File: src/ocic_pkg.sv
// Shared constants and types of the output contact and input conditioner.
// Assumes a 10 MHz APB clock and a power-system cycle tick from the
// frequency tracker in the same clock domain.
package ocic_pkg;

    localparam int NUM_OUT   = 23;
    localparam int NUM_IN    = 14;
    localparam int NUM_SHORT = 8;

    // Clock rate, for reference of time figures
    localparam int CLK_HZ = 10000000;

    // Byte offsets of the APB registers
    localparam logic [7:0] ADDR_LATCH    = 8'h00;
    localparam logic [7:0] ADDR_PULSE    = 8'h04;
    localparam logic [7:0] ADDR_POLARITY = 8'h08;
    localparam logic [7:0] ADDR_IN_STATE = 8'h0C;
    localparam logic [7:0] ADDR_OUT_ST   = 8'h10;
    localparam logic [7:0] ADDR_INT_STAT = 8'h14;
    localparam logic [7:0] ADDR_INT_MASK = 8'h18;
    localparam logic [7:0] ADDR_VT_PHASE = 8'h20;
    localparam logic [7:0] ADDR_VT_NEUT  = 8'h24;
    localparam logic [7:0] ADDR_VT_AUX   = 8'h28;
    localparam logic [7:0] ADDR_CT_PHASE = 8'h2C;
    localparam logic [7:0] ADDR_CT_NEUT  = 8'h30;
    localparam logic [7:0] ADDR_SEAL_BASE = 8'h80;

    // Ratio limits; VT ratios held in tenths
    localparam logic [15:0] VT_RATIO_MIN = 16'h000A;
    localparam logic [15:0] VT_RATIO_MAX = 16'hFFDC;
    localparam logic [15:0] CT_RATIO_MIN = 16'h0001;
    localparam logic [15:0] CT_RATIO_MAX = 16'hFFDC;

    // Seal-in limits in power-system cycles
    localparam logic [15:0] SEAL_SHORT_MIN = 16'h0002;
    localparam logic [15:0] SEAL_SHORT_MAX = 16'h1FE0;
    localparam logic [15:0] SEAL_LONG_MIN  = 16'h0000;
    localparam logic [15:0] SEAL_LONG_MAX  = 16'hFFFF;

    // Reset values
    localparam logic [15:0] RST_SEAL_SHORT = 16'h001E;
    localparam logic [15:0] RST_SEAL_LONG  = 16'h0000;
    localparam logic [15:0] RST_VT_PHASE   = 16'h04B0;
    localparam logic [15:0] RST_VT_NEUT    = 16'h01F4;
    localparam logic [15:0] RST_VT_AUX     = 16'h000A;
    localparam logic [15:0] RST_CT_RATIO   = 16'h0640;

    typedef enum logic [1:0] {
        OCIC_IDLE = 2'b00,
        OCIC_SEAL = 2'b01,
        OCIC_HOLD = 2'b11,
        OCIC_DONE = 2'b10
    } ocic_state_t;

    typedef struct packed {
        logic        latched;
        logic        pulsed;
        logic [15:0] seal;
    } ocic_chan_cfg_t;

    function automatic logic [15:0] ocic_clamp(input logic [15:0] v,
                                               input logic [15:0] lo,
                                               input logic [15:0] hi);
        logic [15:0] r;
        r = v;
        if (v < lo) begin
            r = lo;
        end else if (v > hi) begin
            r = hi;
        end
        return r;
    endfunction

endpackage

File: src/ocic_top.sv
// Output contact and status input conditioner with APB register access.
// Assumes trip requests and cycle tick come from logic on pclk; status
// input pins and the target reset pushbutton are asynchronous.
//
// Overview of operation
// Latched output stays energized after tripping, condition gone or not.
// Latched output drops only on the front-panel target reset button.
// Selecting latched makes pulsed unavailable for that output.
// Picked-up contact stays energized at least its seal-in time.
// Each output has its own seal-in setting and own timer.
// Per-input polarity: open polarity asserts on contact opening.
// Neither latched nor pulsed means normal mode.
// Normal mode stays energized while the condition persists.
// Normal mode drops only after seal-in time has elapsed.
// VT phase, neutral, auxiliary ratios accept 1.0 to 6550.0.
// CT phase and neutral ratios accept 1 to 65500.
// Pulsed output drops when seal-in expires, condition or not.
// Seal-in in cycles: outputs 1-8 2..8160, others 0..65535.
// Timer starts at pickup and is not restarted while running.
`timescale 1ns/1ps
module ocic_top (
    input  wire logic                          pclk,
    input  wire logic                          presetn,
    input  wire logic                          psel,
    input  wire logic                          penable,
    input  wire logic                          pwrite,
    input  wire logic [7:0]                    paddr,
    input  wire logic [31:0]                   pwdata,
    output logic      [31:0]                   prdata,
    output logic                               pready,
    output logic                               pslverr,
    input  wire logic [ocic_pkg::NUM_OUT-1:0]  trip_req,
    input  wire logic                          cycle_tick,
    input  wire logic                          target_reset_pin,
    input  wire logic [ocic_pkg::NUM_IN-1:0]   status_pin,
    output logic      [ocic_pkg::NUM_OUT-1:0]  output_contact,
    output logic      [ocic_pkg::NUM_IN-1:0]   status_active,
    output logic                               irq
);

    localparam int NO = ocic_pkg::NUM_OUT;
    localparam int NI = ocic_pkg::NUM_IN;

    logic [NO-1:0] latch_ff;
    logic [NO-1:0] pulse_ff;
    logic [NI-1:0] polarity_ff;
    logic [NO-1:0] int_stat_ff;
    logic [NO-1:0] int_mask_ff;
    logic [15:0]   vt_phase_ff;
    logic [15:0]   vt_neut_ff;
    logic [15:0]   vt_aux_ff;
    logic [15:0]   ct_phase_ff;
    logic [15:0]   ct_neut_ff;
    logic [15:0]   seal_ff [NO];
    logic [NI-1:0] in_meta_ff;
    logic [NI-1:0] in_sync_ff;
    logic          clr_meta_ff;
    logic          clr_sync_ff;
    logic [NI-1:0] active_ff;
    logic          pready_ff;
    logic          pslverr_ff;
    logic [31:0]   prdata_ff;
    logic          irq_ff;
    logic [NO-1:0] contact_w;
    logic [NO-1:0] pickup_w;

    // Bus decode
    wire        acc      = psel & penable;
    wire        done     = acc & pready_ff;
    wire        wr       = done & pwrite;
    wire        sel_seal = paddr[7];
    wire [4:0]  seal_idx = paddr[6:2];
    wire        seal_ok  = sel_seal & (seal_idx < 5'(NO)) &
                           (paddr[1:0] == 2'b00);
    wire        hit_lat  = (paddr == ocic_pkg::ADDR_LATCH);
    wire        hit_pul  = (paddr == ocic_pkg::ADDR_PULSE);
    wire        hit_pol  = (paddr == ocic_pkg::ADDR_POLARITY);
    wire        hit_ins  = (paddr == ocic_pkg::ADDR_IN_STATE);
    wire        hit_outs = (paddr == ocic_pkg::ADDR_OUT_ST);
    wire        hit_ist  = (paddr == ocic_pkg::ADDR_INT_STAT);
    wire        hit_imk  = (paddr == ocic_pkg::ADDR_INT_MASK);
    wire        hit_vtp  = (paddr == ocic_pkg::ADDR_VT_PHASE);
    wire        hit_vtn  = (paddr == ocic_pkg::ADDR_VT_NEUT);
    wire        hit_vta  = (paddr == ocic_pkg::ADDR_VT_AUX);
    wire        hit_ctp  = (paddr == ocic_pkg::ADDR_CT_PHASE);
    wire        hit_ctn  = (paddr == ocic_pkg::ADDR_CT_NEUT);
    wire        hit_any  = hit_lat | hit_pul | hit_pol | hit_ins |
                           hit_outs | hit_ist | hit_imk | hit_vtp |
                           hit_vtn | hit_vta | hit_ctp | hit_ctn | seal_ok;

    wire [15:0] wdata16 = pwdata[15:0];
    wire [NO-1:0] wdata_no = pwdata[NO-1:0];

    // latched masks pulsed
    wire [NO-1:0] nxt_latch = wr & hit_lat ? wdata_no : latch_ff;
    wire [NO-1:0] nxt_pulse = (wr & hit_pul ? wdata_no : pulse_ff) &
                              ~nxt_latch;

    // VT ratio range
    wire [15:0] vt_clamped = ocic_pkg::ocic_clamp(wdata16,
                                 ocic_pkg::VT_RATIO_MIN,
                                 ocic_pkg::VT_RATIO_MAX);
    // CT ratio range
    wire [15:0] ct_clamped = ocic_pkg::ocic_clamp(wdata16,
                                 ocic_pkg::CT_RATIO_MIN,
                                 ocic_pkg::CT_RATIO_MAX);

    // Interrupt: set wins over write-one clear
    wire [NO-1:0] ist_clr      = (wr & hit_ist) ? wdata_no : '0;
    wire [NO-1:0] nxt_int_stat = (int_stat_ff & ~ist_clr) | pickup_w;

    // Read mux
    wire [31:0] seal_rd = {16'h0000, seal_ff[seal_ok ? seal_idx : 5'h00]};
    wire [31:0] rd_mux =
        hit_lat  ? 32'(latch_ff)    :
        hit_pul  ? 32'(pulse_ff)    :
        hit_pol  ? 32'(polarity_ff) :
        hit_ins  ? 32'(active_ff)   :
        hit_outs ? 32'(contact_w)   :
        hit_ist  ? 32'(int_stat_ff) :
        hit_imk  ? 32'(int_mask_ff) :
        hit_vtp  ? 32'(vt_phase_ff) :
        hit_vtn  ? 32'(vt_neut_ff)  :
        hit_vta  ? 32'(vt_aux_ff)   :
        hit_ctp  ? 32'(ct_phase_ff) :
        hit_ctn  ? 32'(ct_neut_ff)  :
        seal_ok  ? seal_rd          : 32'h0000_0000;

    always_ff @(posedge pclk or negedge presetn) begin
        if (!presetn) begin
            pready_ff  <= 1'b0;
            pslverr_ff <= 1'b0;
            prdata_ff  <= 32'h0000_0000;
        end else begin
            pready_ff  <= acc & ~pready_ff;
            pslverr_ff <= acc & ~pready_ff & ~hit_any;
            prdata_ff  <= (acc & ~pready_ff & ~pwrite) ? rd_mux : prdata_ff;
        end
    end

    always_ff @(posedge pclk or negedge presetn) begin
        if (!presetn) begin
            latch_ff    <= '0;
            pulse_ff    <= '0;
            polarity_ff <= '0;
            int_stat_ff <= '0;
            int_mask_ff <= '0;
            irq_ff      <= 1'b0;
        end else begin
            latch_ff    <= nxt_latch;
            pulse_ff    <= nxt_pulse;
            polarity_ff <= (wr & hit_pol) ? pwdata[NI-1:0] : polarity_ff;
            int_stat_ff <= nxt_int_stat;
            int_mask_ff <= (wr & hit_imk) ? wdata_no : int_mask_ff;
            irq_ff      <= |(nxt_int_stat & int_mask_ff);
        end
    end

    always_ff @(posedge pclk or negedge presetn) begin
        if (!presetn) begin
            vt_phase_ff <= ocic_pkg::RST_VT_PHASE;
            vt_neut_ff  <= ocic_pkg::RST_VT_NEUT;
            vt_aux_ff   <= ocic_pkg::RST_VT_AUX;
            ct_phase_ff <= ocic_pkg::RST_CT_RATIO;
            ct_neut_ff  <= ocic_pkg::RST_CT_RATIO;
        end else begin
            vt_phase_ff <= (wr & hit_vtp) ? vt_clamped : vt_phase_ff;
            vt_neut_ff  <= (wr & hit_vtn) ? vt_clamped : vt_neut_ff;
            vt_aux_ff   <= (wr & hit_vta) ? vt_clamped : vt_aux_ff;
            ct_phase_ff <= (wr & hit_ctp) ? ct_clamped : ct_phase_ff;
            ct_neut_ff  <= (wr & hit_ctn) ? ct_clamped : ct_neut_ff;
        end
    end

    // Pin synchronisers
    always_ff @(posedge pclk or negedge presetn) begin
        if (!presetn) begin
            in_meta_ff  <= '0;
            in_sync_ff  <= '0;
            clr_meta_ff <= 1'b0;
            clr_sync_ff <= 1'b0;
            active_ff   <= '0;
        end else begin
            in_meta_ff  <= status_pin;
            in_sync_ff  <= in_meta_ff;
            clr_meta_ff <= target_reset_pin;
            clr_sync_ff <= clr_meta_ff;
            // polarity: 1 asserts on open
            active_ff   <= in_sync_ff ^ polarity_ff;
        end
    end

    genvar g;
    generate
        for (g = 0; g < NO; g++) begin : g_out
            localparam logic [15:0] LO = (g < ocic_pkg::NUM_SHORT) ?
                ocic_pkg::SEAL_SHORT_MIN : ocic_pkg::SEAL_LONG_MIN;
            localparam logic [15:0] HI = (g < ocic_pkg::NUM_SHORT) ?
                ocic_pkg::SEAL_SHORT_MAX : ocic_pkg::SEAL_LONG_MAX;
            localparam logic [15:0] RV = (g < ocic_pkg::NUM_SHORT) ?
                ocic_pkg::RST_SEAL_SHORT : ocic_pkg::RST_SEAL_LONG;

            wire seal_wr = wr & seal_ok & (seal_idx == 5'(g));
            ocic_pkg::ocic_chan_cfg_t cfg;

            // seal-in range per output
            always_ff @(posedge pclk or negedge presetn) begin
                if (!presetn) begin
                    seal_ff[g] <= RV;
                end else if (seal_wr) begin
                    seal_ff[g] <= ocic_pkg::ocic_clamp(wdata16, LO, HI);
                end
            end

            // independent channel, normal default
            assign cfg.latched = latch_ff[g];
            assign cfg.pulsed  = pulse_ff[g];
            assign cfg.seal    = seal_ff[g];

            ocic_channel u_chan (
                .pclk         (pclk),
                .presetn      (presetn),
                .cfg          (cfg),
                .trip_req     (trip_req[g]),
                .cycle_tick   (cycle_tick),
                .target_clear (clr_sync_ff),
                .contact      (contact_w[g]),
                .pickup       (pickup_w[g])
            );
        end
    endgenerate

    assign output_contact = contact_w;
    assign status_active  = active_ff;
    assign irq            = irq_ff;
    assign prdata         = prdata_ff;
    assign pready         = pready_ff;
    assign pslverr        = pslverr_ff;

endmodule // ocic_top

File: src/ocic_channel.sv
// One output contact channel: mode handling and seal-in timer.
// Assumes trip request and cycle tick are synchronous to pclk.
`timescale 1ns/1ps
module ocic_channel (
    input  wire logic                    pclk,
    input  wire logic                    presetn,
    input  wire ocic_pkg::ocic_chan_cfg_t cfg,
    input  wire logic                    trip_req,
    input  wire logic                    cycle_tick,
    input  wire logic                    target_clear,
    output logic                         contact,
    output logic                         pickup
);

    ocic_pkg::ocic_state_t state_ff;
    ocic_pkg::ocic_state_t nxt_state;
    logic [15:0]           cnt_ff;
    logic [15:0]           nxt_cnt;
    logic                  contact_ff;
    logic                  nxt_contact;
    logic                  pickup_ff;
    logic                  nxt_pickup;

    wire expired = (cnt_ff == 16'h0000);
    wire pulse_en = cfg.pulsed & ~cfg.latched;

    always_comb begin
        nxt_state   = state_ff;
        nxt_cnt     = cnt_ff;
        nxt_contact = contact_ff;
        nxt_pickup  = 1'b0;
        case (state_ff)
            ocic_pkg::OCIC_IDLE: begin
                // timer starts at pickup
                if (trip_req) begin
                    nxt_state   = ocic_pkg::OCIC_SEAL;
                    nxt_cnt     = cfg.seal;
                    nxt_contact = 1'b1;
                    nxt_pickup  = 1'b1;
                end
            end
            ocic_pkg::OCIC_SEAL: begin
                // held for seal-in time
                if (expired) begin
                    if (cfg.latched) begin
                        nxt_state = ocic_pkg::OCIC_HOLD;
                    // pulsed drops at expiry
                    end else if (pulse_en) begin
                        nxt_state   = ocic_pkg::OCIC_DONE;
                        nxt_contact = 1'b0;
                    // normal resets after seal
                    end else if (trip_req) begin
                        nxt_state = ocic_pkg::OCIC_HOLD;
                    end else begin
                        nxt_state   = ocic_pkg::OCIC_IDLE;
                        nxt_contact = 1'b0;
                    end
                end else if (cycle_tick) begin
                    nxt_cnt = cnt_ff - 16'h0001;
                end
            end
            ocic_pkg::OCIC_HOLD: begin
                // latched until clear
                if (cfg.latched) begin
                    if (target_clear) begin
                        nxt_state   = ocic_pkg::OCIC_IDLE;
                        nxt_contact = 1'b0;
                    end
                // normal follows condition
                end else if (!trip_req) begin
                    nxt_state   = ocic_pkg::OCIC_IDLE;
                    nxt_contact = 1'b0;
                end
            end
            ocic_pkg::OCIC_DONE: begin
                if (!trip_req) begin
                    nxt_state = ocic_pkg::OCIC_IDLE;
                end
            end
            default: begin
                nxt_state   = ocic_pkg::OCIC_IDLE;
                nxt_contact = 1'b0;
            end
        endcase
    end

    always_ff @(posedge pclk or negedge presetn) begin
        if (!presetn) begin
            state_ff   <= ocic_pkg::OCIC_IDLE;
            cnt_ff     <= 16'h0000;
            contact_ff <= 1'b0;
            pickup_ff  <= 1'b0;
        end else begin
            state_ff   <= nxt_state;
            cnt_ff     <= nxt_cnt;
            contact_ff <= nxt_contact;
            pickup_ff  <= nxt_pickup;
        end
    end

    assign contact = contact_ff;
    assign pickup  = pickup_ff;

endmodule // ocic_channel

File: config.mk
export PLATFORM = sky130hd
export DESIGN_NAME = ocic_top
export DESIGN_NICKNAME = d
export VERILOG_FILES = /design/src/ocic_pkg.sv /design/src/ocic_top.sv /design/src/ocic_channel.sv
export SDC_FILE = /design/constraint.sdc
export NUM_CORES = 2
export LEC_CHECK = 0
export BUFFER_PORTS_ARGS = -buffer_cell sky130_fd_sc_hd__buf_2
export CAP_MARGIN = 5
export CORE_ASPECT_RATIO = 0.8
export CORE_UTILIZATION = 35
export DETAILED_ROUTE_END_ITERATION = 10
export GPL_ROUTABILITY_DRIVEN = 1
export GPL_TIMING_DRIVEN = 0
export PLACE_DENSITY = 0.5
export SKIP_CTS_REPAIR_TIMING = 1
export SYNTH_ARGS = -nofsm -noshare
export SYNTH_HDL_FRONTEND = slang
export SYNTH_SLANG_ARGS = --single-unit
File: constraint.sdc
create_clock -name pclk -period 3.4 [get_ports pclk]
set_clock_uncertainty 0.05 [all_clocks]
set_input_delay 0 -clock pclk [delete_from_list [all_inputs] [get_ports pclk]]
set_output_delay 0 -clock pclk [all_outputs]
set_load 0.01 [all_outputs]
==> results.py <==
metrics = {
    "placed_design": {
        "dp_hpwl_um": 187100,
        "io_buffers": 128,
        "placed_area_sq_mm": 0.05930,
        "dp_slack_ns": -1.953,
        "gp_congestion": 1.034,
    },
    "run_status": {
        "status": "complete, but fails checks",
        "failed_checks": "design-rule violations, negative hold slack, max-capacitance violations, max-slew violations, negative setup slack",
    },
    "synth": {
        "synth_cells": 5973,
        "synth_area_sq_mm": 0.05553,
        "ys_top_cells_by_area": "dfrtp_1 (47%), mux2_2 (7.6%), o21ai_0 (6.0%)",
        "synth_edf_count": 0,
        "synth_ff_type": "dfrtp_1",
        "synth_top_area_share_pct": 46.60,
        "ys_types": 88,
        "synth-seq-cells": 1084,
        "yosysSeqAreaShare_pct": 48.97,
        "yosysTopAreaCell": "dfrtp_1",
        "yosysWarnings": 0,
        "synthTopCellsByCount": "dfrtp_1 (1034), o21ai_0 (671), nand2_1 (580)",
        "async_flop_share_pct": 100.0,
        "synth_most_common_cell": "dfrtp_1",
        "synth.avg_cell_area_sq_um": 9.296,
    },
    "drt": {
        "dr.pass1.iters": 11,
        "via_per_inst": 6.075,
        "drc": 3,
        "num_vias": 51980,
        "ant_nets": 0,
        "wl_per_cell_um": 29.25,
        "drt_iter0_markers": 7093,
        "wirelength_um": 250300,
    },
    "cts": {
        "ctsLongestPathBuffers": 3,
        "clkTransAtPathRegs_ns": 0.07,
        "cts_made_buffers": 117,
        "clock_latency_ns": 0.80,
        "cts_tree": "yes",
        "htreeDepth": 3,
        "clock_sinks": 1084,
        "cts_root_buffer": "clkbuf_16",
    },
    "die": {
        "fp.dieW_um": 447.3,
        "initial_core_util_pct": 35.30,
        "rows": 130,
        "core_sq_mm": 0.1573,
        "die_h_um": 358.3,
        "die_area_sq_mm": 0.1603,
        "num_io_pins": 156,
    },
    "setup_path": {
        "reg2reg_depth": 8,
        "start_kind": "input pin",
        "cp_max_fo": 10,
        "cp.depth": 10,
        "worstPathCellList": "clkbuf_1 -> nand4bb_1 -> o21ba_2 -> clkbuf_1 -> clkbuf_1 -> buf_8 -> a221oi_1 -> a21oi_1 -> o2111ai_1 -> a41oi_1",
        "critPathBufInv": 4,
        "cp_common_cell": "clkbuf_1",
        "path_class": "input pin to register",
        "cpPeakStageDelay_ns": 0.86,
        "crit_path_end_kind": "register",
        "critical_path_arrival_ns": 4.11,
        "crit_family": "buffers and inverters",
        "ff2ff_setup_slack_ns": 0.07,
        "crit_required_ns": 4.05,
        "cp_slowest_cell": "clkbuf_1",
    },
    "global_routing": {
        "grt_max_degree": 159,
        "grt_pass1_wl_um": 354500,
        "antenna_found_initial": 28,
        "overflow": 0,
        "grt_use_total_pct": 30.68,
        "grt_pass1_vias": 47130,
    },
    "final_layout": {
        "fin_util_pct": 41.08,
        "drive_gt1_share_pct": 14.71,
        "nets": 6443,
        "fin_area_sq_mm": 0.06461,
        "area_growth_pct": 16.37,
    },
    "power_and_ir_drop": {
        "p_sw_share_pct": 38.80,
        "power.net_switching_mw": 17.95,
        "pwr-share-clk_pct": 30.5,
        "seqPwrFrac_pct": 38.6,
        "p_int_mw": 28.31,
        "ir_drop_uv": 530.4,
        "p_leak_nw": 27.39,
        "cellPowerDensity_mw_per_mm2": 715.9,
        "comb_power_share_pct": 31.0,
    },
    "sta": {
        "slew_violations": 22,
        "fmax_mhz": 289.2,
        "slew_headroom_pct": -4.401,
        "post-route-period-util_pct": 101.7,
        "worstMarginPinSlew_ns": 1.566,
        "finalCriticalPeriod_ns": 3.457,
        "fin_ws_ns": -0.05729,
        "hold_slack_ns": -0.01123,
        "finalSetupViolCount": 4,
        "hold_viol_final": 1,
    },
    "flow_run": {
        "cap_violations": 2,
    },
    "worst_hold_path": {
        "hold_path.class": "input pin to register",
        "hold_path_depth": 4,
    },
}
## power by group through the flow
| stage | Clock, mW | Combinational (mW) | Sequential, mW |
|---|---|---|---|
| floorplan | 0 | 9.90 | 16.9 |
| global placement | 0 | 13.6 | 17.9 |
| detailed placement | 0 | 13.8 | 17.9 |
| CTS | 14.3 | 13.9 | 17.7 |
| global route | 14.8 | 16.0 | 18.1 |
| finish | 14.1 | 14.3 | 17.8 |
## through the flow
stage | power (mW) | setup TNS, ns | std cells
3_3_place_gp | 31.51 | - | 8221
6_report | 46.26 | -0.08353 | 8556
5_1_grt | 48.97 | -0.01213 | 8550
3_5_place_dp | 31.69 | -63.71 | 8241
2_1_floorplan | 26.84 | 0 | 5981
4_1_cts | 45.82 | -21.38 | 8460
## layer usage
metal	up-vias	track usage, %	part of all wire, %
li1	22630	-	-
met1	26280	45.25	45
met2	2647	41.62	40
met3	416	9.511	11
met4	2	11.00	4.0
met5	-	0	0.0072
## cell families after synthesis
group | after synthesis | synth area share [%]
AND/OR/NAND/NOR | 1872 | 16.00
XOR/XNOR | 14 | 0.2208
multiplexers | 412 | 8.270
other | 1 | 0.006754
AO/OA/AOI/OAI | 1967 | 21.72
buffers and inverters | 600 | 4.293
adder cells (fa/ha/maj) | 23 | 0.5183
flip-flops | 1084 | 48.97
## flip-flops by register name (all words and copies together) (netlist names), 14 cells and up
signal	cells
in_sync_ff	14
ct_phase_ff	16
int_stat_ff	23
status_active	14
vt_phase_ff	16
g_out.u_chan.pickup	23
prdata	23
vt_neut_ff	16
g_out.cfg	368
latch_ff	23
pulse_ff	23
g_out.u_chan.state_ff	46
int_mask_ff	23
g_out.u_chan.contact	23
g_out.u_chan.cnt_ff	368
vt_aux_ff	16
in_meta_ff	14
ct_neut_ff	16
polarity_ff	14
## final cells by class
cell class	instances	area, sq um
Tap cell	2112	2643
Buffer	442	1852
Timing Repair Buffer	238	1952
Antenna cell	8	20.02
Clock buffer	161	3366
Multi-Input combinational cell	4297	26210
Sequential cell	1084	27190
Fill cell	15610	92670
Clock inverter	58	799.5
Inverter	156	585.6
## cell usage in the layout (no fill, tap or decap), types with 42 or more instances in the layout
| cell type | instances |
|---|---|
| nor4_1 | 75 |
| nand2b_1 | 59 |
| dfrtp_1 | 1034 |
| nor2_1 | 487 |
| a22oi_1 | 121 |
| buf_2 | 140 |
| clkbuf_16 | 119 |
| o21ai_0 | 671 |
| buf_4 | 42 |
| dfstp_2 | 50 |
| dlygate4sd3_1 | 79 |
| or3_1 | 66 |
| a21oi_1 | 529 |
| nand3_1 | 99 |
| mux2_2 | 374 |
| o22ai_1 | 93 |
| inv_1 | 155 |
| nand2_1 | 580 |
| a31oi_1 | 67 |
| and2_1 | 45 |
| nor3_1 | 200 |
| clkbuf_1 | 360 |
| nor2b_1 | 62 |
## final timing paths
| path | startpoint | end |
|---|---|---|
| max in group asynchronous | presetn | g_out[4].u_chan.contact |
| worst min register to register | in_meta_ff[6] | in_sync_ff[6] |
| worst min-delay path | pwdata[19] | pulse_ff[19] |
| worst max-delay path | paddr[4] | prdata[15] |
| worst max register to register | pready | irq |
| min in group asynchronous | presetn | g_out[13].u_chan.state_ff[0] |
## worst min-delay path, stage by stage
cell           delay [ns]
dlygate4sd3_1        0.53
buf_2                0.15
nand2_1              0.05
a21oi_1              0.05
Power figures use the tool's default switching activity.
